--- src/bpmm_pkg.sv ---
// Summary of operation
// [RULE1] Low-voltage Sleep only from Sample, pack voltage below sleep level.
// [RULE2] Low-voltage Sleep exits only to Run, on an enabled wake condition.
// [RULE3] Sleep: no measurements, no calculations, display off, SMBus ignored.
// [RULE4] Default low-voltage Sleep wakes on pack voltage above wake level.
// [RULE5] Config bit 1 set: low-voltage Sleep wakes only on SMBus lines high.
// [RULE6] Host commands storage sleep; entered whatever the pack voltage.
// [RULE7] Storage sleep wakes on enabled bits 7..4: I/O, bus, current, volts.
// [RULE8] Any wake source enabled: storage sleep monitors the chosen sources.
// [RULE9] No source, bit 3 set: storage sleep wakes only on SMBus lines high.
// [RULE10] Programmer keeps other config bits zero when setting bit 3.
// [RULE11] Bit 0 set: remaining capacity zeroed on entering low-voltage Sleep.
// [RULE12] Wake voltage field bits 2:0 decodes eight levels, 6.4 V to 13.3 V.
// [RULE13] Wake current bits 7:3: 00000 min, 11111 max, 11000 recommended.
// [RULE14] Current above run/sample threshold picks Run, below picks Sample.
// [RULE15] Sample mode measures once per interval; calculations every period.
// [RULE16] Run/Sample change only after two agreeing measurements in a row. Code: Sample also goes to Run at once when Sample is disabled.
// [RULE17] With Sample enabled, Run exits only to Sample, never to Sleep. Code: Run also goes to storage sleep on shelfCmd.
// [RULE18] Programmer sets sample interval to at least two periods.
// [RULE19] Wake from storage sleep resumes Run, measuring from next period.
package bpmm_pkg;
  // ==========================================================
  // Register port
  localparam int ADDR_W = 4;
  localparam int DATA_W = 16;
  localparam logic [ADDR_W-1:0] OFS_WAKE_CFG = 4'h0;
  localparam logic [ADDR_W-1:0] OFS_WAKE_LVL = 4'h1;
  localparam logic [ADDR_W-1:0] OFS_SLEEP_V = 4'h2;
  localparam logic [ADDR_W-1:0] OFS_RUN_THR = 4'h3;
  localparam logic [ADDR_W-1:0] OFS_SAMPLE_INTERVAL_PERIODS = 4'h4;
  localparam logic [ADDR_W-1:0] OFS_CTRL = 4'h5;
  localparam logic [ADDR_W-1:0] OFS_STATUS = 4'h6;
  // ==========================================================
  // Field positions and reset values
  localparam int CFG_IO = 7;
  localparam int CFG_BUS = 6;
  localparam int CFG_CURR = 5;
  localparam int CFG_VOLT = 4;
  localparam int CFG_SHELF_ULP = 3;
  localparam int CFG_LV_ULP = 1;
  localparam int CFG_ZERO_REM = 0;
  localparam int CTRL_SAMPLE_EN = 0;
  localparam logic [7:0] RST_WAKE_CFG = 8'h00;
  localparam logic [7:0] RST_WAKE_LVL = 8'hC0;
  localparam logic [15:0] RST_SLEEP_V = 16'h1770;
  localparam logic [15:0] RST_RUN_THR = 16'h0014;
  localparam logic [7:0] RST_SAMPLE_INTERVAL_PERIODS = 8'h10;
  localparam logic [7:0] SAMPLE_INTERVAL_PERIODS_MIN = 8'h02;
  localparam logic [15:0] WAKE_CURR_STEP = 16'h0004;
  // ==========================================================
  // Power modes
  typedef enum logic [1:0] {
    BPMM_RUN = 2'b00,
    BPMM_SAMPLE = 2'b01,
    BPMM_LVSLEEP = 2'b10,
    BPMM_SHELF = 2'b11
  } bpmm_mode_t;

  // Wake voltage level in mV from the 3-bit code
  function automatic logic [15:0] wakeMv(input logic [2:0] code);
    case (code)
      3'h0: wakeMv = 16'h1900;
      3'h1: wakeMv = 16'h1A04;
      3'h2: wakeMv = 16'h22B0;
      3'h3: wakeMv = 16'h2580;
      3'h4: wakeMv = 16'h2706;
      3'h5: wakeMv = 16'h2B5C;
      3'h6: wakeMv = 16'h3200;
      default: wakeMv = 16'h33F4;
    endcase
  endfunction

  function automatic logic isSleep(input bpmm_mode_t m);
    isSleep = (m == BPMM_LVSLEEP) || (m == BPMM_SHELF);
  endfunction
endpackage

--- src/bpmm_mode_manager.sv ---
`timescale 1ns/1ps
// Power mode manager: Run, Sample, low-voltage Sleep, storage sleep
module bpmm_mode_manager
  import bpmm_pkg::*;
(
  input wire logic mclk,
  input wire logic rst_n,
  input wire logic [ADDR_W-1:0] addr,
  input wire logic [DATA_W-1:0] wrData,
  input wire logic wrStrobe,
  input wire logic rdStrobe,
  output logic [DATA_W-1:0] rdData,
  input wire logic measTick,
  input wire logic [15:0] currMag,
  input wire logic [15:0] packVoltageInput,
  input wire logic shelfCmd,
  input wire logic ioActivity,
  input wire logic busActivity,
  input wire logic smbClkIn,
  input wire logic smbDataIn,
  output logic [1:0] powerMode,
  output logic measureEn,
  output logic calcEn,
  output logic displayEn,
  output logic smbAccept,
  output logic remcapZero,
  output logic ultraLowPower
);
  // ==========================================================
  // Configuration registers
  logic [7:0] wakeCfg_reg, wakeCfg_next;
  logic [7:0] wakeLvl_reg, wakeLvl_next;
  logic [15:0] sleepV_reg, sleepV_next;
  logic [15:0] runThr_reg, runThr_next;
  logic [7:0] sample_interval_periods_reg, sample_interval_periods_next;
  logic sampleEn_reg, sampleEn_next;
  logic [DATA_W-1:0] rdData_reg, rdData_next;

  // ==========================================================
  // Mode state and registered outputs
  bpmm_mode_t mode_reg, mode_next;
  logic measureEn_reg, measureEn_next;
  logic calcEn_reg, calcEn_next;
  logic displayEn_reg, displayEn_next;
  logic smbAccept_reg, smbAccept_next;
  logic remcapZero_reg, remcapZero_next;
  logic ulp_reg, ulp_next;

  logic runReq, sampleReq, sampleFire, measNow, timerRestart;
  logic smbHigh, anySrc, shelfWake, lvWake, currAbove;
  logic [15:0] wake_on_voltage, wake_on_current;

  // ==========================================================
  // Register writes; strobes never overlap, so one path each
  always_comb
  begin
    wakeCfg_next = wakeCfg_reg;
    wakeLvl_next = wakeLvl_reg;
    sleepV_next = sleepV_reg;
    runThr_next = runThr_reg;
    sample_interval_periods_next = sample_interval_periods_reg;
    sampleEn_next = sampleEn_reg;
    if (wrStrobe)
    begin
      case (addr)
        OFS_WAKE_CFG: wakeCfg_next = wrData[7:0];
        OFS_WAKE_LVL: wakeLvl_next = wrData[7:0];
        OFS_SLEEP_V: sleepV_next = wrData;
        OFS_RUN_THR: runThr_next = wrData;
        OFS_SAMPLE_INTERVAL_PERIODS: sample_interval_periods_next = wrData[7:0];
        OFS_CTRL: sampleEn_next = wrData[CTRL_SAMPLE_EN];
        default: ;
      endcase
    end
  end

  // Read data stands only in the cycle after the strobe
  always_comb
  begin
    rdData_next = 16'h0000;
    if (rdStrobe)
    begin
      case (addr)
        OFS_WAKE_CFG: rdData_next = {8'h00, wakeCfg_reg};
        OFS_WAKE_LVL: rdData_next = {8'h00, wakeLvl_reg};
        OFS_SLEEP_V: rdData_next = sleepV_reg;
        OFS_RUN_THR: rdData_next = runThr_reg;
        OFS_SAMPLE_INTERVAL_PERIODS: rdData_next = {8'h00, sample_interval_periods_reg};
        OFS_CTRL: rdData_next = {15'h0000, sampleEn_reg};
        OFS_STATUS: rdData_next = {13'h0000, ulp_reg, mode_reg};
        default: rdData_next = 16'h0000;
      endcase
    end
  end

  always_ff @(posedge mclk or negedge rst_n)
  begin
    if (!rst_n)
    begin
      wakeCfg_reg <= RST_WAKE_CFG;
      wakeLvl_reg <= RST_WAKE_LVL;
      sleepV_reg <= RST_SLEEP_V;
      runThr_reg <= RST_RUN_THR;
      sample_interval_periods_reg <= RST_SAMPLE_INTERVAL_PERIODS;
      sampleEn_reg <= 1'b1;
      rdData_reg <= 16'h0000;
    end
    else
    begin
      wakeCfg_reg <= wakeCfg_next;
      wakeLvl_reg <= wakeLvl_next;
      sleepV_reg <= sleepV_next;
      runThr_reg <= runThr_next;
      sample_interval_periods_reg <= sample_interval_periods_next;
      sampleEn_reg <= sampleEn_next;
      rdData_reg <= rdData_next;
    end
  end

  // ==========================================================
  // Measurement scheduling
  assign timerRestart = (mode_reg != BPMM_SAMPLE); // RULE19
  assign measNow = measTick && (mode_reg == BPMM_RUN || sampleFire); // RULE15
  assign currAbove = (currMag > runThr_reg); // RULE14

  bpmm_sample_timer u_timer (
    .mclk(mclk),
    .rst_n(rst_n),
    .restart(timerRestart),
    .tick(measTick),
    .interval(sample_interval_periods_reg),
    .fire(sampleFire)
  );

  bpmm_debounce u_deb (
    .mclk(mclk),
    .rst_n(rst_n),
    .clear(isSleep(mode_reg)),
    .strobe(measNow),
    .above(currAbove),
    .runReq(runReq),
    .sampleReq(sampleReq)
  );

  // ==========================================================
  // Wake conditions
  assign wake_on_voltage = wakeMv(wakeLvl_reg[2:0]); // RULE12
  // Threshold scales with the 5-bit code, 0 is the most sensitive
  assign wake_on_current = 16'(wakeLvl_reg[7:3]) * WAKE_CURR_STEP; // RULE13
  assign smbHigh = smbClkIn && smbDataIn;
  assign anySrc = |wakeCfg_reg[CFG_IO:CFG_VOLT];
  // Low-voltage wake picks voltage or the SMBus pull-up
  assign lvWake = wakeCfg_reg[CFG_LV_ULP] ? smbHigh // RULE5
                : (packVoltageInput > wake_on_voltage); // RULE4
  // Bit 3 only counts when no source is enabled
  always_comb
  begin
    shelfWake = 1'b0;
    if (anySrc) // RULE8
      shelfWake = (wakeCfg_reg[CFG_IO] && ioActivity) // RULE7
               || (wakeCfg_reg[CFG_BUS] && busActivity)
               || (wakeCfg_reg[CFG_CURR] && (currMag > wake_on_current))
               || (wakeCfg_reg[CFG_VOLT] && (packVoltageInput > wake_on_voltage));
    else if (wakeCfg_reg[CFG_SHELF_ULP]) // RULE9 RULE10
      shelfWake = smbHigh;
  end

  // ==========================================================
  // Mode machine; a stored shelf mode with no wake path holds to reset
  always_comb
  begin
    mode_next = mode_reg;
    case (mode_reg)
      BPMM_RUN:
      begin
        if (shelfCmd)
          mode_next = BPMM_SHELF; // RULE6
        else if (sampleEn_reg && sampleReq)
          mode_next = BPMM_SAMPLE; // RULE14 RULE17
      end
      BPMM_SAMPLE:
      begin
        if (shelfCmd)
          mode_next = BPMM_SHELF; // RULE6
        else if (measNow && (packVoltageInput < sleepV_reg))
          mode_next = BPMM_LVSLEEP; // RULE1
        else if (runReq || !sampleEn_reg)
          mode_next = BPMM_RUN; // RULE14
      end
      BPMM_LVSLEEP:
      begin
        if (lvWake)
          mode_next = BPMM_RUN; // RULE2
      end
      BPMM_SHELF:
      begin
        if (shelfWake)
          mode_next = BPMM_RUN; // RULE19
      end
      default: mode_next = BPMM_RUN;
    endcase
  end

  // Display and SMBus follow the next mode, measure and calc the current one, so they go quiet a cycle later
  always_comb
  begin
    measureEn_next = measNow && !isSleep(mode_reg); // RULE3
    calcEn_next = measTick && !isSleep(mode_reg); // RULE3 RULE15
    displayEn_next = !isSleep(mode_next); // RULE3
    smbAccept_next = !isSleep(mode_next); // RULE3
    remcapZero_next = (mode_next == BPMM_LVSLEEP)
                   && (mode_reg != BPMM_LVSLEEP)
                   && wakeCfg_reg[CFG_ZERO_REM]; // RULE11
    ulp_next = ((mode_next == BPMM_LVSLEEP) && wakeCfg_reg[CFG_LV_ULP])
            || ((mode_next == BPMM_SHELF) && !anySrc);
  end

  always_ff @(posedge mclk or negedge rst_n)
  begin
    if (!rst_n)
    begin
      mode_reg <= BPMM_RUN;
      measureEn_reg <= 1'b0;
      calcEn_reg <= 1'b0;
      displayEn_reg <= 1'b1;
      smbAccept_reg <= 1'b1;
      remcapZero_reg <= 1'b0;
      ulp_reg <= 1'b0;
    end
    else
    begin
      mode_reg <= mode_next;
      measureEn_reg <= measureEn_next;
      calcEn_reg <= calcEn_next;
      displayEn_reg <= displayEn_next;
      smbAccept_reg <= smbAccept_next;
      remcapZero_reg <= remcapZero_next;
      ulp_reg <= ulp_next;
    end
  end

  assign rdData = rdData_reg;
  assign powerMode = mode_reg;
  assign measureEn = measureEn_reg;
  assign calcEn = calcEn_reg;
  assign displayEn = displayEn_reg;
  assign smbAccept = smbAccept_reg;
  assign remcapZero = remcapZero_reg;
  assign ultraLowPower = ulp_reg;

  // ==========================================================
  // Checks
  property p_lv_entry;
    @(posedge mclk) disable iff (!rst_n)
    $rose(mode_reg == BPMM_LVSLEEP) |-> $past(mode_reg) == BPMM_SAMPLE;
  endproperty
  a_lv_entry: assert property (p_lv_entry) // RULE1
    else $error("Sleep entered from a mode other than Sample");

  property p_lv_exit;
    @(posedge mclk) disable iff (!rst_n)
    (mode_reg == BPMM_LVSLEEP) ##1 (mode_reg != BPMM_LVSLEEP)
      |-> mode_reg == BPMM_RUN;
  endproperty
  a_lv_exit: assert property (p_lv_exit) // RULE2
    else $error("Sleep left to a mode other than Run");

  property p_quiet;
    @(posedge mclk) disable iff (!rst_n)
    isSleep(mode_reg) ##1 isSleep(mode_reg)
      |-> !measureEn_reg && !calcEn_reg
        && !displayEn_reg && !smbAccept_reg;
  endproperty
  a_quiet: assert property (p_quiet) // RULE3
    else $error("Activity seen during sleep");

  property p_lv_volt_wake;
    @(posedge mclk) disable iff (!rst_n)
    (mode_reg == BPMM_LVSLEEP) && !wakeCfg_reg[CFG_LV_ULP]
      && (packVoltageInput > wakeMv(wakeLvl_reg[2:0]))
      |=> mode_reg == BPMM_RUN;
  endproperty
  a_lv_volt_wake: assert property (p_lv_volt_wake) // RULE4
    else $error("Voltage wake missed");

  property p_lv_ulp_hold;
    @(posedge mclk) disable iff (!rst_n)
    (mode_reg == BPMM_LVSLEEP) && wakeCfg_reg[CFG_LV_ULP] && !smbHigh
      |=> mode_reg == BPMM_LVSLEEP;
  endproperty
  a_lv_ulp_hold: assert property (p_lv_ulp_hold) // RULE5
    else $error("Ultra low power sleep left without SMBus high");

  property p_shelf_entry;
    @(posedge mclk) disable iff (!rst_n)
    shelfCmd && !isSleep(mode_reg) |=> mode_reg == BPMM_SHELF;
  endproperty
  a_shelf_entry: assert property (p_shelf_entry) // RULE6
    else $error("Shelf command not obeyed");

  property p_remcap;
    @(posedge mclk) disable iff (!rst_n)
    $rose(mode_reg == BPMM_LVSLEEP) && $past(wakeCfg_reg[CFG_ZERO_REM])
      |-> remcapZero_reg ##1 !remcapZero_reg;
  endproperty
  a_remcap: assert property (p_remcap) // RULE11
    else $error("Remaining capacity clear not pulsed");

  property p_run_exit;
    @(posedge mclk) disable iff (!rst_n)
    mode_reg == BPMM_RUN |=> mode_reg != BPMM_LVSLEEP;
  endproperty
  a_run_exit: assert property (p_run_exit) // RULE17
    else $error("Run went straight to Sleep");

  property p_two_meas;
    @(posedge mclk) disable iff (!rst_n)
    (mode_reg == BPMM_RUN) ##1 (mode_reg == BPMM_SAMPLE)
      |-> $past(sampleReq);
  endproperty
  a_two_meas: assert property (p_two_meas) // RULE16
    else $error("Run to Sample without two low measurements");

  c_lv: cover property (@(posedge mclk) $rose(mode_reg == BPMM_LVSLEEP));
  c_shelf: cover property (@(posedge mclk) $rose(mode_reg == BPMM_SHELF));
  c_wake: cover property (@(posedge mclk)
    (mode_reg == BPMM_SHELF) ##1 (mode_reg == BPMM_RUN));
endmodule

--- src/bpmm_debounce.sv ---
`timescale 1ns/1ps
// Two-in-a-row qualifier for the run/sample current comparison
module bpmm_debounce
  import bpmm_pkg::*;
(
  input wire logic mclk,
  input wire logic rst_n,
  input wire logic clear,
  input wire logic strobe,
  input wire logic above,
  output logic runReq,
  output logic sampleReq
);
  logic [1:0] hist_reg, hist_next;
  logic [1:0] cnt_reg, cnt_next;

  // ==========================================================
  // History of the last two compares
  always_comb
  begin
    hist_next = hist_reg;
    cnt_next = cnt_reg;
    if (clear)
    begin
      cnt_next = 2'h0;
    end
    else if (strobe)
    begin
      hist_next = {hist_reg[0], above};
      cnt_next = (cnt_reg == 2'h2) ? 2'h2 : cnt_reg + 2'h1;
    end
  end

  always_ff @(posedge mclk or negedge rst_n)
  begin
    if (!rst_n)
    begin
      hist_reg <= 2'h0;
      cnt_reg <= 2'h0;
    end
    else
    begin
      hist_reg <= hist_next;
      cnt_reg <= cnt_next;
    end
  end

  // Both of the last two agree before a change is asked for
  assign runReq = (cnt_reg == 2'h2) && (hist_reg == 2'h3); // RULE16
  assign sampleReq = (cnt_reg == 2'h2) && (hist_reg == 2'h0); // RULE16
endmodule

--- src/bpmm_sample_timer.sv ---
`timescale 1ns/1ps
// Counts measurement periods in Sample mode
module bpmm_sample_timer
  import bpmm_pkg::*;
(
  input wire logic mclk,
  input wire logic rst_n,
  input wire logic restart,
  input wire logic tick,
  input wire logic [7:0] interval,
  output logic fire
);
  logic [7:0] cnt_reg, cnt_next;
  logic [7:0] lim;

  // A value of 1 would measure every period and 0 only every 256; clamp both to two
  assign lim = (interval < SAMPLE_INTERVAL_PERIODS_MIN) ? SAMPLE_INTERVAL_PERIODS_MIN : interval; // RULE18

  always_comb
  begin
    cnt_next = cnt_reg;
    if (restart)
      cnt_next = 8'h00;
    else if (tick)
      cnt_next = (cnt_reg == lim - 8'h01) ? 8'h00 : cnt_reg + 8'h01;
  end

  always_ff @(posedge mclk or negedge rst_n)
  begin
    if (!rst_n)
      cnt_reg <= 8'h00;
    else
      cnt_reg <= cnt_next;
  end

  assign fire = tick && !restart && (cnt_reg == lim - 8'h01); // RULE15
endmodule

--- config.mk ---
export PLATFORM = sky130hd
export DESIGN_NAME = bpmm_mode_manager
export DESIGN_NICKNAME = d
export VERILOG_FILES = /design/src/bpmm_pkg.sv /design/src/bpmm_mode_manager.sv /design/src/bpmm_debounce.sv /design/src/bpmm_sample_timer.sv
export SDC_FILE = /design/constraint.sdc
export NUM_CORES = 1
export LEC_CHECK = 0
export BUFFER_PORTS_ARGS = -buffer_cell sky130_fd_sc_hd__buf_2
export CAP_MARGIN = 25
export CORE_MARGIN = 2
export CORE_UTILIZATION = 52
export DETAILED_ROUTE_END_ITERATION = 6
export PLACE_DENSITY = 0.82
export SYNTH_ARGS = -nofsm -noshare
export SYNTH_HDL_FRONTEND = slang
export SYNTH_SLANG_ARGS = --single-unit
--- constraint.sdc ---
create_clock -name mclk -period 2.8 [get_ports mclk]
set_input_delay 0 -clock mclk [delete_from_list [all_inputs] [get_ports mclk]]
set_output_delay 0 -clock mclk [all_outputs]
set_load 0.02 [all_outputs]
After elaboration in Yosys (flattened, before gate mapping)
Cells that the tools add are included.
Widths: inputs -> output; s select.

word-level totals
  register bits after elaboration = 92
  latch bits = 0
  bits in writable memories = 0
  ROM bits = 0
  output and inout bits = 24
  logic and storage cells = 113
  memories = 0

cells by class
  $add $sub $neg = 3
  multiply operators = 0
  div/mod/pow operators = 0
  magnitude comparators = 5
  eq/ne operators = 22
  shift operators = 0
  muxes and demuxes = 21
  bitwise operators = 1
  reduce and logical (&&, ||, !) cells = 45

operator list
  kind                 number
  $pmux 16 s7          1
  $pmux 14 s7          1
  $gt 16x16->1         2
  $mux 8               4
  $mux 2               10
  $logic_and 1x1->1    18
  $gt 16x7->1          1
  $lt 16x16->1         1
  $mux 16              1
  $reduce_and 2->1     7
  $eq 2x2->1 const B   6
  $eq 4x3->1 const B   3
  $eq 3x3->1 const B   3
  $add 8x1->8 const B  1
  $eq 4x2->1 const B   2
  $eq 8x8->1           1
  $logic_or 1x1->1     8
  $lt 8x2->1 const B   1
  $pmux 2 s4           1
  $sub 8x1->8 const B  1
  $eq 3x2->1 const B   2
  $logic_not 1->1      5
  $eq 4x1->1 const B   1
  $logic_not 2->1      2
  other kinds (11)     14

Depth between registers and ports, before layout
Gate-level depths: netlist of the first run.

  word-level depth = 14
  gate-level depth with buffers = 13
  gate-level depth less buffers = 12

Cells and area by module
Synthesis of the first run repeated with hierarchy kept, for this count alone.

second synthesis, totals
  cell total of the unflattened synthesis = 534
  area total of the unflattened synthesis = 5709.2 µm²

by module, submodules not included
  module             instances  cells each  area an instance (µm²)  seq. area each (µm²)
  bpmm_mode_manager  1          436         4770.8                  2019.4
  bpmm_sample_timer  1          81          724.4                   200.2
  bpmm_debounce      1          17          214.0                   100.1

Worst setup path before layout of the first run
OpenSTA, ideal clock, no wires.

  kind = register to register
  start = reg sample_interval_periods_reg[5]
  end = reg mode_reg[0], in the netlist powerMode[0]
  data arrival time = 2.881 ns
  data required time = 2.669 ns
  setup slack = -0.212 ns
  stages on the path, launching flop included = 12
  period minus slack after synthesis = 3.012 ns
  cells stage by stage = dfrtp_1 nor4_4 and2_1 nor2_1 ha_1 xnor2_1 or4_4 o41ai_4 nand4_4 nor2b_4 nor3_2 or3_1

between the ends
  word-level cells in the longest chain between the ends = 11

RTL lines
  item                    line                      source
  from (decl)             bpmm_mode_manager.sv:35   logic [7:0] sample_interval_periods_reg, sample_interval_periods_next;
  from (signal assigned)  bpmm_mode_manager.sv:114  sample_interval_periods_reg <= sample_interval_periods_next;
  $lt 8x2->1              bpmm_sample_timer.sv:17   assign lim = (interval < SAMPLE_INTERVAL_PERIODS_MIN) ? SAMPLE_INTERVAL_PERIODS_MIN : interval;
  $mux 8 *                bpmm_sample_timer.sv:17
  $sub 8x1->8 *           bpmm_sample_timer.sv:36   assign fire = tick && !restart && (cnt_reg == lim - 8'h01);
  $eq 8x8->1 *            bpmm_sample_timer.sv:36
  $logic_and 1x1->1 *     bpmm_sample_timer.sv:36
  $logic_or 1x1->1 *      bpmm_mode_manager.sv:123  assign measNow = measTick && (mode_reg == BPMM_RUN || sampleFire);
  $logic_and 1x1->1 *     bpmm_mode_manager.sv:123
  $logic_and 1x1->1 *     bpmm_mode_manager.sv:185  else if (measNow && (packVoltageInput < sleepV_reg))
  $mux 2 *                bpmm_mode_manager.sv:185
  $mux 2 *                bpmm_mode_manager.sv:183  if (shelfCmd)
  $pmux 2 s4 *            bpmm_mode_manager.sv:173  case (mode_reg)
  via mode_next[0]        bpmm_mode_manager.sv:41   bpmm_mode_t mode_reg, mode_next;
  to (signal assigned)    bpmm_mode_manager.sv:232  mode_reg <= mode_next;
  to (decl)               bpmm_mode_manager.sv:41

Mark *: on every way through the listed nets, which the timed path passes. The rest lies on a longest branch.
A chain may end at the register's enable or synchronous reset.

Worst setup path in the final report of the first run
  start = reg wakeLvl_reg[1]
  end = reg remcapZero_reg, in the netlist remcapZero

between the ends
  word-level cells in the longest chain between the ends = 11

RTL lines
  item                                      line                                                source
  from (decl)                               bpmm_mode_manager.sv:32                             logic [7:0] wakeLvl_reg, wakeLvl_next;
  from (signal assigned)                    bpmm_mode_manager.sv:111                            wakeLvl_reg <= wakeLvl_next;
  $eq 3x3->1, or another cell as far along  bpmm_pkg.sv:61                                      case (code)
  $pmux 14 s7 *                             bpmm_pkg.sv:61
  $gt 16x16->1 *                            bpmm_mode_manager.sv:154, bpmm_mode_manager.sv:163
  $logic_and 1x1->1                         bpmm_mode_manager.sv:163                            || (wakeCfg_reg[CFG_VOLT] && (packVoltageInput > wake_on_voltage));
  $logic_or 1x1->1                          bpmm_mode_manager.sv:163
  $mux 1                                    bpmm_mode_manager.sv:159                            if (anySrc)
  $mux 2                                    bpmm_mode_manager.sv:197                            if (shelfWake)
  $pmux 2 s4 *                              bpmm_mode_manager.sv:173
  $eq 2x2->1 *                              bpmm_mode_manager.sv:211                            remcapZero_next = (mode_next == BPMM_LVSLEEP)
  $logic_and 1x1->1 *                       bpmm_mode_manager.sv:212                            && (mode_reg != BPMM_LVSLEEP)
  $logic_and 1x1->1 *                       bpmm_mode_manager.sv:213                            && wakeCfg_reg[CFG_ZERO_REM];
  via remcapZero_next                       bpmm_mode_manager.sv:46                             logic remcapZero_reg, remcapZero_next;
  to (signal assigned)                      bpmm_mode_manager.sv:237                            remcapZero_reg <= remcapZero_next;
  to (decl)                                 bpmm_mode_manager.sv:46

Marked as above.

==> summary.md, run 1 <==
| Metric | Value |
|---|---|
| Slowest CP cell | dfrtp_1 |
| Die X | between 100 and 150 um |
| Worst EP arrival | roughly 3.3 ns |
| P_leak | around 3.3 nW |
| DP Worst Slack | -0.318 ns |
| Worst-Skew Late Latency | ~0.37 ns |
| Post-synthesis cell type count | 61 |
| CP endpoint kind | flop |
| Worst endpoint required time | 3.09 ns |
| Cells after Synth | ~550 |
| Unrepaired setup endpoints after global routing | yes |
| Gr ovfl total | 0 |
| Largest net degree at the start of global routing | slightly below 70 |
| DRC violations left | 7 |
| EDFF count, synth | 0 |
| Status | complete, but fails checks |
| Remaining antenna violation count after routing | 0 |
| Most frequent cells in the layout | buf_2, dfrtp_1, mux2_2 |
| GRT Overall Usage | 0.281 |
| Synth area leaders | dfrtp_1, mux2_2, ha_1 |
| Async SR Flop Fraction | 1.00 |
| Final hold vios | 0 |
| PD cells | slightly below 700 nW/um^2 |
| Slew Limit Fails | 0 |
| Clock share of power | 0.191 |
| CTS Buf Count | 9 |
| Reg power frac | 0.404 |
| Crit path max fanout | 3 |
| ANT cells | 0 |
| Max Root-Sink Buffers | 2 |
| Synth area leader | dfrtp_1 |
| Final worst-path cycle share | 1.09 |
| Crit-path cells | buf_6, nand2b_4, nor2_4, a21oi_2, ha_1, nand4_1, nor4_2, buf_4, buf_4, nand2_1, nor3_1, nor4bb_2, buf_4, buf_4, or3_1, nor3_2 |
| Placeable Area | between 10000 and 15000 sq um |
| Final WS setup | -0.247 ns |
| Die area | about 12000 sq um |
| Slowest stage delay, CP | slightly above 0.4 ns |
| DRT iter0 DRCs | 527 |
| Clk root buf | clkbuf_8 |
| R2R setup slack | -0.25 ns |
| Max-Slew Margin vs Limit | 0.438 |
| Int Pwr | approximately 3 mW |
| Sw frac | 0.378 |
| Avg Vias per Cell | slightly above 6 |
| Prevailing post-synth register cell | dfrtp_1 |
| Clock Skews | 0.0110 ns |
| Yosys warns | 0 |
| Vias in the first global route | 5049 |
| Die span in y | roughly 110 um |
| Initial Utilization | 0.539 |
| I/O pin total | 86 |
| Clock transition at path regs | roughly 0.09 ns |
| Nets | just over 800 |
| Switch Pwr | about 1.9 mW |
| Worst Setup Path Type | reg2reg |
| Per-cell routed wire length | around 20 um |
| Final-report setup violation count | 14 |
| Drt pass-1 iters | 7 |
| Fmax | between 300 and 400 MHz |
| Sequential share of the synthesized area | 0.413 |
| DR vias | ~5100 |
| H-tree levels | 3 |
| WHS | 0.00595 ns |
| Layout Area Growth over Synthesis | 26.0% |
| Hold Path Class | in2reg |
| GPL Wtd Cong | roughly 0.97 |
| Mapped Avg Cell Area | around 10 sq um |
| Max Cap Violations | 0 |
| Synthesis-stage register bit count | 92 |
| Port Buffers | between 80 and 90 |
| Clock sinks | a little over 90 |
| Mapped Area | about 5600 sq um |
| CTS tree | done |
| Row cnt | 37 |
| Most frequent CP cell | buf_4 |
| Critical Path Source Type | flop |
| Post-Syn Nets | around 660 |
| Layout cells sized above 1 | 0.381 |
| Top-area cell type share of the netlist area | 0.348 |
| First-pass GRT wire length | 25200 um |
| Peak supply drop | between 0.0003 and 0.0004 V |
| Worst-Margin Slew | approximately 0.84 ns |
| Most common cell after layout, fill and taps aside | buf_2 |
| DP HPWL | 11800 um |
| Comb power frac | 0.405 |
| Total routed wirelength | 16400 um |
| Initial antenna violation count | 0 |
| Min Tclk post-route | just over 3 ns |
| Failing checks | design-rule violations, negative setup slack |
[through the flow]
stage               TNS (ns)  area (sq um)  total power [mW]  utilization  std cells
global placement      -0.906          6410              3.54        0.615        786
floorplan             -0.466          5620              3.01            -        547
detailed placement     -2.15          6410              3.67        0.615        786
CTS                    -1.80          6890              4.67        0.661        826
finish                 -1.74          7070              4.91        0.679        831
global route           -3.19          7070              5.16        0.679        831
[cells by family (layout without fill, tap and decap cells)]
logic type | after synthesis | after routing | share of synthesized area
AND/OR/NAND/NOR | 155 | 155 | 0.148
AO/OA/AOI/OAI | 109 | 109 | 0.135
flip-flops | 92 | 92 | 0.413
buffers and inverters | 65 | 213 | 0.0443
multiplexers | 64 | 64 | 0.127
adder cells (fa/ha/maj) | 53 | 53 | 0.118
XOR/XNOR | 9 | 9 | 0.0140
[synthesized netlist by cell type (all sizes together), types with 7 or more instances]
library cell,count
nor2b,7
nor3,16
a21oi,30
nand2,37
nor2,35
inv,48
ha,53
nand2b,12
nand4,9
o21ai,19
dfrtp,78
mux2,59
dfstp,14
nand3,12
clkbuf,14
a22oi,15
[what timing repair did]
action / 4_1_cts / 5_1_grt
gates cloned: 0 / 0
buffers inserted: 6 / 5
endpoints found under the hold margin: 109 / 0
hold buffers: 18 / 0
setup endpoints to repair: 18 / 18
pin swaps: 7 / 9
gates resized for setup: 20 / 34
[worst max-delay path, delay by kind of cell (launching register included)]
kind,cells,cell delay (ns)
adders and majority gates,1,0.29
buffers and inverters,5,0.67
AOI/OAI and AO/OA,1,0.05
and+or+nand+nor,9,1.54
DFF,1,0.41
[metal layers]
| metal | up-vias | track usage | wire length, um |
|---|---|---|---|
| li1 | 2284 | - | - |
| met1 | 2484 | 0.358 | 6490 |
| met2 | 295 | 0.481 | 8170 |
| met3 | 56 | 0.0398 | 1200 |
| met5 | - | 0 | 0 |
| met4 | 0 | 0.117 | 539 |
[layout make-up]
cell class              count  area [sq um]
inverters                  48           188
flip-flops and latches     92          2320
fillers                   722          3340
repair buffers            149           972
well taps                 136           170
clock inverters             4          47.5
clock buffers              12           155
multi-input cells         390          3220
[worst paths after layout]
kind                                     start                 end  cells after the start
worst max-delay path            wakeLvl_reg[1]          remcapZero                     16
worst min-delay path                 wrData[0]       runThr_reg[0]                      2
worst max register to register  wakeLvl_reg[1]          remcapZero                     16
worst min register to register  wakeCfg_reg[2]      wakeCfg_reg[2]                      1
max in group asynchronous                rst_n       sleepV_reg[5]                      3
min in group asynchronous                rst_n  u_timer.cnt_reg[0]                      2
[power groups by stage]
stage / logic [mW] / registers (mW) / clock network (mW)
floorplan: 1.12 / 1.89 / 0
global placement: 1.59 / 1.95 / 0
detailed placement: 1.70 / 1.97 / 0
CTS: 1.79 / 1.95 / 0.926
global route: 2.17 / 2.01 / 0.988
finish: 1.99 / 1.98 / 0.938
Power figures use the tool's default switching activity.
==> run 2, diff against run 1 <==
CORE_UTILIZATION = 37   (was 52)
PLACE_DENSITY = 0.63   (was 0.82)
==> run 2 against run 1 <==
  * Die area grew 39%
  * The flow finishes with violations (negative hold slack, negative setup slack)
  * Maximum frequency grew 2.6%
  * First-iteration DRC count shrank 36%
  * Clock skew decreased by 0.0057 ns
  * Critical path type unchanged
  * Routed wire length is 5.9% lower
  * Cell count up 5.1%
  * Critical path depth fell by 5
==> summary.md, run 2 (synthesis results as in run 1) <==
| Metric | Value |
|---|---|
| Status | complete, but fails checks |
| Failing checks | negative hold slack, negative setup slack |
| Crit path max fanout | 3 (unchanged) |
| GRT Overall Usage | 0.194 (-0.0871) |
| DRC violations left | 0 (-7) |
| DP HPWL | 11900 um (+1.3%) |
| Gr ovfl total | 0 (unchanged) |
| CP endpoint kind | flop |
| Final WS setup | -0.169 ns (+0.0775 ns) |
| Vias in the first global route | 4843 (-4.1%) |
| Slew Limit Fails | 0 (unchanged) |
| Row cnt | 45 (+22%) |
| Hold Path Class | in2reg |
| ANT cells | 0 (unchanged) |
| Drt pass-1 iters | 6 (-1) |
| H-tree levels | 3 (unchanged) |
| Clk root buf | clkbuf_16 |
| Worst EP arrival | 3.19 ns (-0.14 ns) |
| GPL Wtd Cong | 0.890 (-8.0%) |
| Initial antenna violation count | 1 (+1) |
| DRT iter0 DRCs | 337 (-36%) |
| Placeable Area | 15000 sq um (+44%) |
| First-pass GRT wire length | 24700 um (-2.0%) |
| R2R setup slack | -0.17 ns (+0.08 ns) |
| Min Tclk post-route | 2.97 ns (-0.0775 ns) |
| Max-Slew Margin vs Limit | 0.449 (+0.0112) |
| Critical Path Source Type | flop |
| I/O pin total | 86 (unchanged) |
| PD cells | 709 nW/um^2 (+2.2%) |
| DR vias | 4761 (-7.0%) |
| Worst-Margin Slew | 0.824 ns (-0.0192 ns) |
| Avg Vias per Cell | 5.45 (-11%) |
| Worst endpoint required time | 3.02 ns (-0.07 ns) |
| Fillers | 1379 (+91%) |
| P_leak | 3.30 nW (-1.1%) |
| Clock Skews | 0.00528 ns (-0.00569 ns) |
| Final hold vios | 2 (+2) |
| FF-to-FF End | powerMode[0] |
| Reg2reg path depth | 11 (-5) |
| Setup TNS | -1.48 ns (+0.254 ns) |
| Final-report setup violation count | 14 (unchanged) |
| CTS tree | done |
| Worst-Skew Late Latency | 0.34 ns (-0.03 ns) |
| Hold path startpoint | wrData[7] |
| Die span in y | 127 um (+18%) |
| Clock sinks | 92 (unchanged) |
| Core Util, Final | 0.469 (-0.210) |
| Per-cell routed wire length | 17.7 um (-10%) |
| WHS | -0.00353 ns (-0.00948 ns) |
| Die X | 127 um (+18%) |
| Most frequent cells in the layout | buf_2, dfrtp_1, mux2_2 |
| Unrepaired setup endpoints after global routing | yes |
| Worst setup endpoint | powerMode[0] |
| Layout Area Growth over Synthesis | 25.5% |
| Max Root-Sink Buffers | 2 (unchanged) |
| Total routed wirelength | 15400 um (-5.9%) |
| Max Cap Violations | 0 (unchanged) |
| Largest net degree at the start of global routing | 52 (-25%) |
| Reg2Reg Launch Point | sample_interval_periods_reg[5] |
| Die area | 16200 sq um (+39%) |
| Crit path from | sample_interval_periods_reg[5] |
| Port Buffers | 85 (unchanged) |
| CTS Buf Count | 9 (unchanged) |
| Clock transition at path regs | 0.06 ns (-0.03 ns) |
| Worst Setup Path Type | reg2reg |
| DP Worst Slack | -0.209 ns (+0.109 ns) |
| Peak supply drop | 0.000315 V (+3.4%) |
| Nets | 795 (-1.2%) |
| Fmax | 337 MHz (+2.6%) |
| Final worst-path cycle share | 1.06 (-0.0277) |
| Initial Utilization | 0.374 (-0.166) |
| Remaining antenna violation count after routing | 0 (unchanged) |
| Most common cell after layout, fill and taps aside | buf_2 |
| Layout cells sized above 1 | 0.356 (-0.0251) |
==> run 2: worst min-delay path by stage <==
stage                               to  slack, ns  depth (start not counted)
floorplan                       calcEn      -0.30                          0
global placement    u_timer.cnt_reg[0]       0.06                          1
detailed placement  u_timer.cnt_reg[0]       0.08                          1
CTS                     wakeCfg_reg[7]      0.002                          2
global route            wakeLvl_reg[7]      0.003                          2
finish                  wakeCfg_reg[7]     -0.004                          2
==> run 2: timing repair <==
action | in CTS | in global routing
pin swaps | 6 | 7
hold buffers | 13 | 0
setup buffers | 4 | 2
hold endpoints to repair | 72 | 0
resized for setup | 19 | 15
setup endpoints to repair | 18 | 18
==> run 2: routing by layer <==
metal  track usage  part of all wire  up-vias
li1              -                 -     2262
met1         0.258              0.45     2331
met2         0.312              0.47      130
met3        0.0289             0.047       36
met4        0.0950             0.030        2
met5             0            0.0010        -
==> run 2: metrics by stage <==
| stage | std cells | hold slack (ns) | power, mW | area (sq um) |
|---|---|---|---|---|
| after floorplan | 547 | -0.296 | 3.01 | 5620 |
| after global placement | 838 | 0.0645 | 3.58 | 6480 |
| after detailed placement | 838 | 0.0767 | 3.66 | 6480 |
| after CTS | 871 | 0.00237 | 4.95 | 6980 |
| after global routing | 873 | 0.00271 | 5.31 | 7050 |
| final | 873 | -0.00353 | 5.00 | 7050 |
==> run 2: critical path: stages, from the launching register on <==
cell,delay [ns]
dfrtp_1,0.41
nor4_4,0.30
nand3b_1,0.16
nand2_2,0.11
ha_4,0.20
xnor2_1,0.12
or4_4,0.53
o41ai_4,0.30
nand4_4,0.17
nor2b_4,0.16
nor3_2,0.06
or3_1,0.34
==> run 2: area by class of cell <==
class / instances / area, sq um / area share
repair buffers: 139 / 877 / 0.124
clock buffers: 10 / 229 / 0.0325
well taps: 188 / 235 / 0.0334
flip-flops and latches: 92 / 2320 / 0.329
multi-input cells: 390 / 3140 / 0.445
clock inverters: 6 / 63.8 / 0.00905
inverters: 48 / 185 / 0.0263
==> run 2: power breakdown <==
group / leakage [nW] / switching, mW / internal (mW) / total [mW]
sequential: 1.15 / 0.337 / 1.64 / 1.98
clock: 0.139 / 0.522 / 0.692 / 1.21
combinational: 2.02 / 0.922 / 0.887 / 1.81
==> run 3, diff against run 2 <==
CELL_PAD_IN_SITES_DETAIL_PLACEMENT = 1   (was unset)
CELL_PAD_IN_SITES_GLOBAL_PLACEMENT = 1   (was unset)
PLACE_DENSITY = 0.76   (was 0.63)
==> run 3 against run 2 <==
  * The run ends with negative setup slack left
  * Clock skew rose by 0.0050 ns
  * Utilization increased by 1.4 points
  * Critical path type unchanged
  * Sequential power about the same
==> summary.md, run 3 (synthesis results as in run 1) <==
| Metric | Value |
|---|---|
| Avg Vias per Cell | 5.65 (+3.6%) |
| Gr ovfl total | 0 (unchanged) |
| Core Util, Final | 0.482 (+0.0136) |
| PD cells | 718 nW/um^2 (+1.3%) |
| Final hold vios | 0 (-2) |
| Drt pass-1 iters | 5 (-1) |
| CP endpoint kind | flop |
| Worst EP arrival | 3.18 ns (about the same) |
| GPL Wtd Cong | 0.885 (-0.51%) |
| Nets | 802 (+0.88%) |
| DP HPWL | 13200 um (+11%) |
| Status | complete, but fails checks |
| Final worst-path cycle share | 1.06 (-0.00346) |
| Row cnt | 45 (unchanged) |
| Failing checks | negative setup slack |
| Crit path max fanout | 3 (unchanged) |
| Per-cell routed wire length | 20.5 um (+16%) |
| Max Cap Violations | 0 (unchanged) |
| Worst endpoint required time | 3.02 ns (about the same) |
| Hold Path Class | in2reg |
| Crit path from | sample_interval_periods_reg[5] |
| Remaining antenna violation count after routing | 0 (unchanged) |
| Final-report setup violation count | 10 (-4) |
| Final total power | 5.21 mW (+4.2%) |
| Most frequent cells in the layout | buf_2, dfrtp_1, mux2_2 |
| Clock sinks | 92 (unchanged) |
| Clk root buf | clkbuf_16 |
| Fillers | 1685 (+22%) |
| Die span in y | 127 um (unchanged) |
| Unrepaired setup endpoints after global routing | yes |
| Placeable Area | 15000 sq um (unchanged) |
| Layout Area Growth over Synthesis | 29.1% |
| Max Root-Sink Buffers | 2 (unchanged) |
| Vias in the first global route | 5286 (+9.1%) |
| Die area | 16200 sq um (unchanged) |
| Die X | 127 um (unchanged) |
| Worst Setup Path Type | reg2reg |
| Clock transition at path regs | 0.07 ns (about the same) |
| WHS | 0.0103 ns (+0.0139 ns) |
| Worst-Skew Late Latency | 0.35 ns (about the same) |
| CTS Buf Count | 9 (unchanged) |
| P_leak | 3.36 nW (+1.6%) |
| Initial antenna violation count | 0 (-1) |
| Peak supply drop | 0.000421 V (+34%) |
| Fin area | 7250 sq um (+2.9%) |
| DRC violations left | 0 (unchanged) |
| ANT cells | 0 (unchanged) |
| Worst-Margin Slew | 0.923 ns (+0.0994 ns) |
| Fmax | 338 MHz (+0.33%) |
| I/O pin total | 86 (unchanged) |
| Final WS setup | -0.159 ns (+0.00969 ns) |
| Max-Slew Margin vs Limit | 0.383 (-0.0665) |
| H-tree levels | 3 (unchanged) |
| CTS tree | done |
| DRT iter0 DRCs | 358 (+6.2%) |
| Most common cell after layout, fill and taps aside | buf_2 |
| Initial Utilization | 0.374 (unchanged) |
| Reg2Reg Launch Point | sample_interval_periods_reg[5] |
| Layout cells sized above 1 | 0.390 (+0.0340) |
| Clock Skews | 0.0103 ns (+0.00505 ns) |
| Port Buffers | 85 (unchanged) |
| Largest net degree at the start of global routing | 93 (+79%) |
| First-pass GRT wire length | 28100 um (+14%) |
| Total routed wirelength | 18100 um (+17%) |
| Placed inst area | 6500 sq um (+0.31%) |
| Hold path startpoint | wrData[1] |
| Min Tclk post-route | 2.96 ns (-0.00969 ns) |
| DR vias | 4972 (+4.4%) |
| Critical Path Source Type | flop |
| GRT Overall Usage | 0.223 (+0.0291) |
| Slew Limit Fails | 0 (unchanged) |
run 3: worst max-delay path, stage by stage (launching register included):
cell	delay, ns
dfrtp_1	0.41
nor4_4	0.30
and2_4	0.22
nor2_4	0.05
ha_4	0.23
xnor2_2	0.12
or4_4	0.43
o41ai_4	0.31
nand4_4	0.16
nor2b_4	0.17
nor3_2	0.05
or3_1	0.36
run 3: what timing repair did:
item,CTS,global route
gates cloned,0,0
setup buffers,7,6
endpoints found under the setup margin,18,18
endpoints found under the hold margin,118,0
resized for setup,21,45
pin swaps,12,23
hold buffers,15,0
run 3: per-stage QoR:
stage	TNS (ns)	std cells	setup WS, ns
finish	-0.769	880	-0.159
CTS	-2.27	877	-0.234
global placement	-1.58	839	-0.166
floorplan	-0.466	547	-0.212
global route	-2.97	880	-0.312
detailed placement	-3.62	839	-0.344
run 3: layout make-up:
class	count	area, sq um	area share
Timing Repair Buffer	146	958	0.132
Inverter	48	185	0.0255
Clock inverter	6	48.8	0.00673
Tap cell	188	235	0.0324
Sequential cell	92	2320	0.320
Multi-Input combinational cell	390	3270	0.451
Clock buffer	10	229	0.0316
run 3: metal layers:
metal  part of all wire  GRT usage  wire [um]
met3              0.033     0.0318        590
met2               0.53      0.401       9570
met5                  0          0          0
met4              0.019     0.0698        350
met1               0.42      0.277       7550
run 3: worst paths after layout:
kind | cells past startpoint | endpoint | slack (ns)
setup / recovery | 11 | powerMode[0] | -0.16
hold / removal | 2 | sample_interval_periods_reg[1] | 0.01
setup reg to reg | 11 | powerMode[0] | -0.16
hold reg to reg | 2 | u_deb.hist_reg[1] | 0.52
max in group asynchronous | 3 | wakeLvl_reg[6] | 2.14
min in group asynchronous | 3 | rdData[8] | 0.24
run 3: where the power goes:
| part | internal [mW] | total, mW | switching, mW |
|---|---|---|---|
| logic | 0.998 | 2.05 | 1.05 |
| clock network | 0.608 | 1.15 | 0.546 |
| registers | 1.64 | 2.00 | 0.364 |
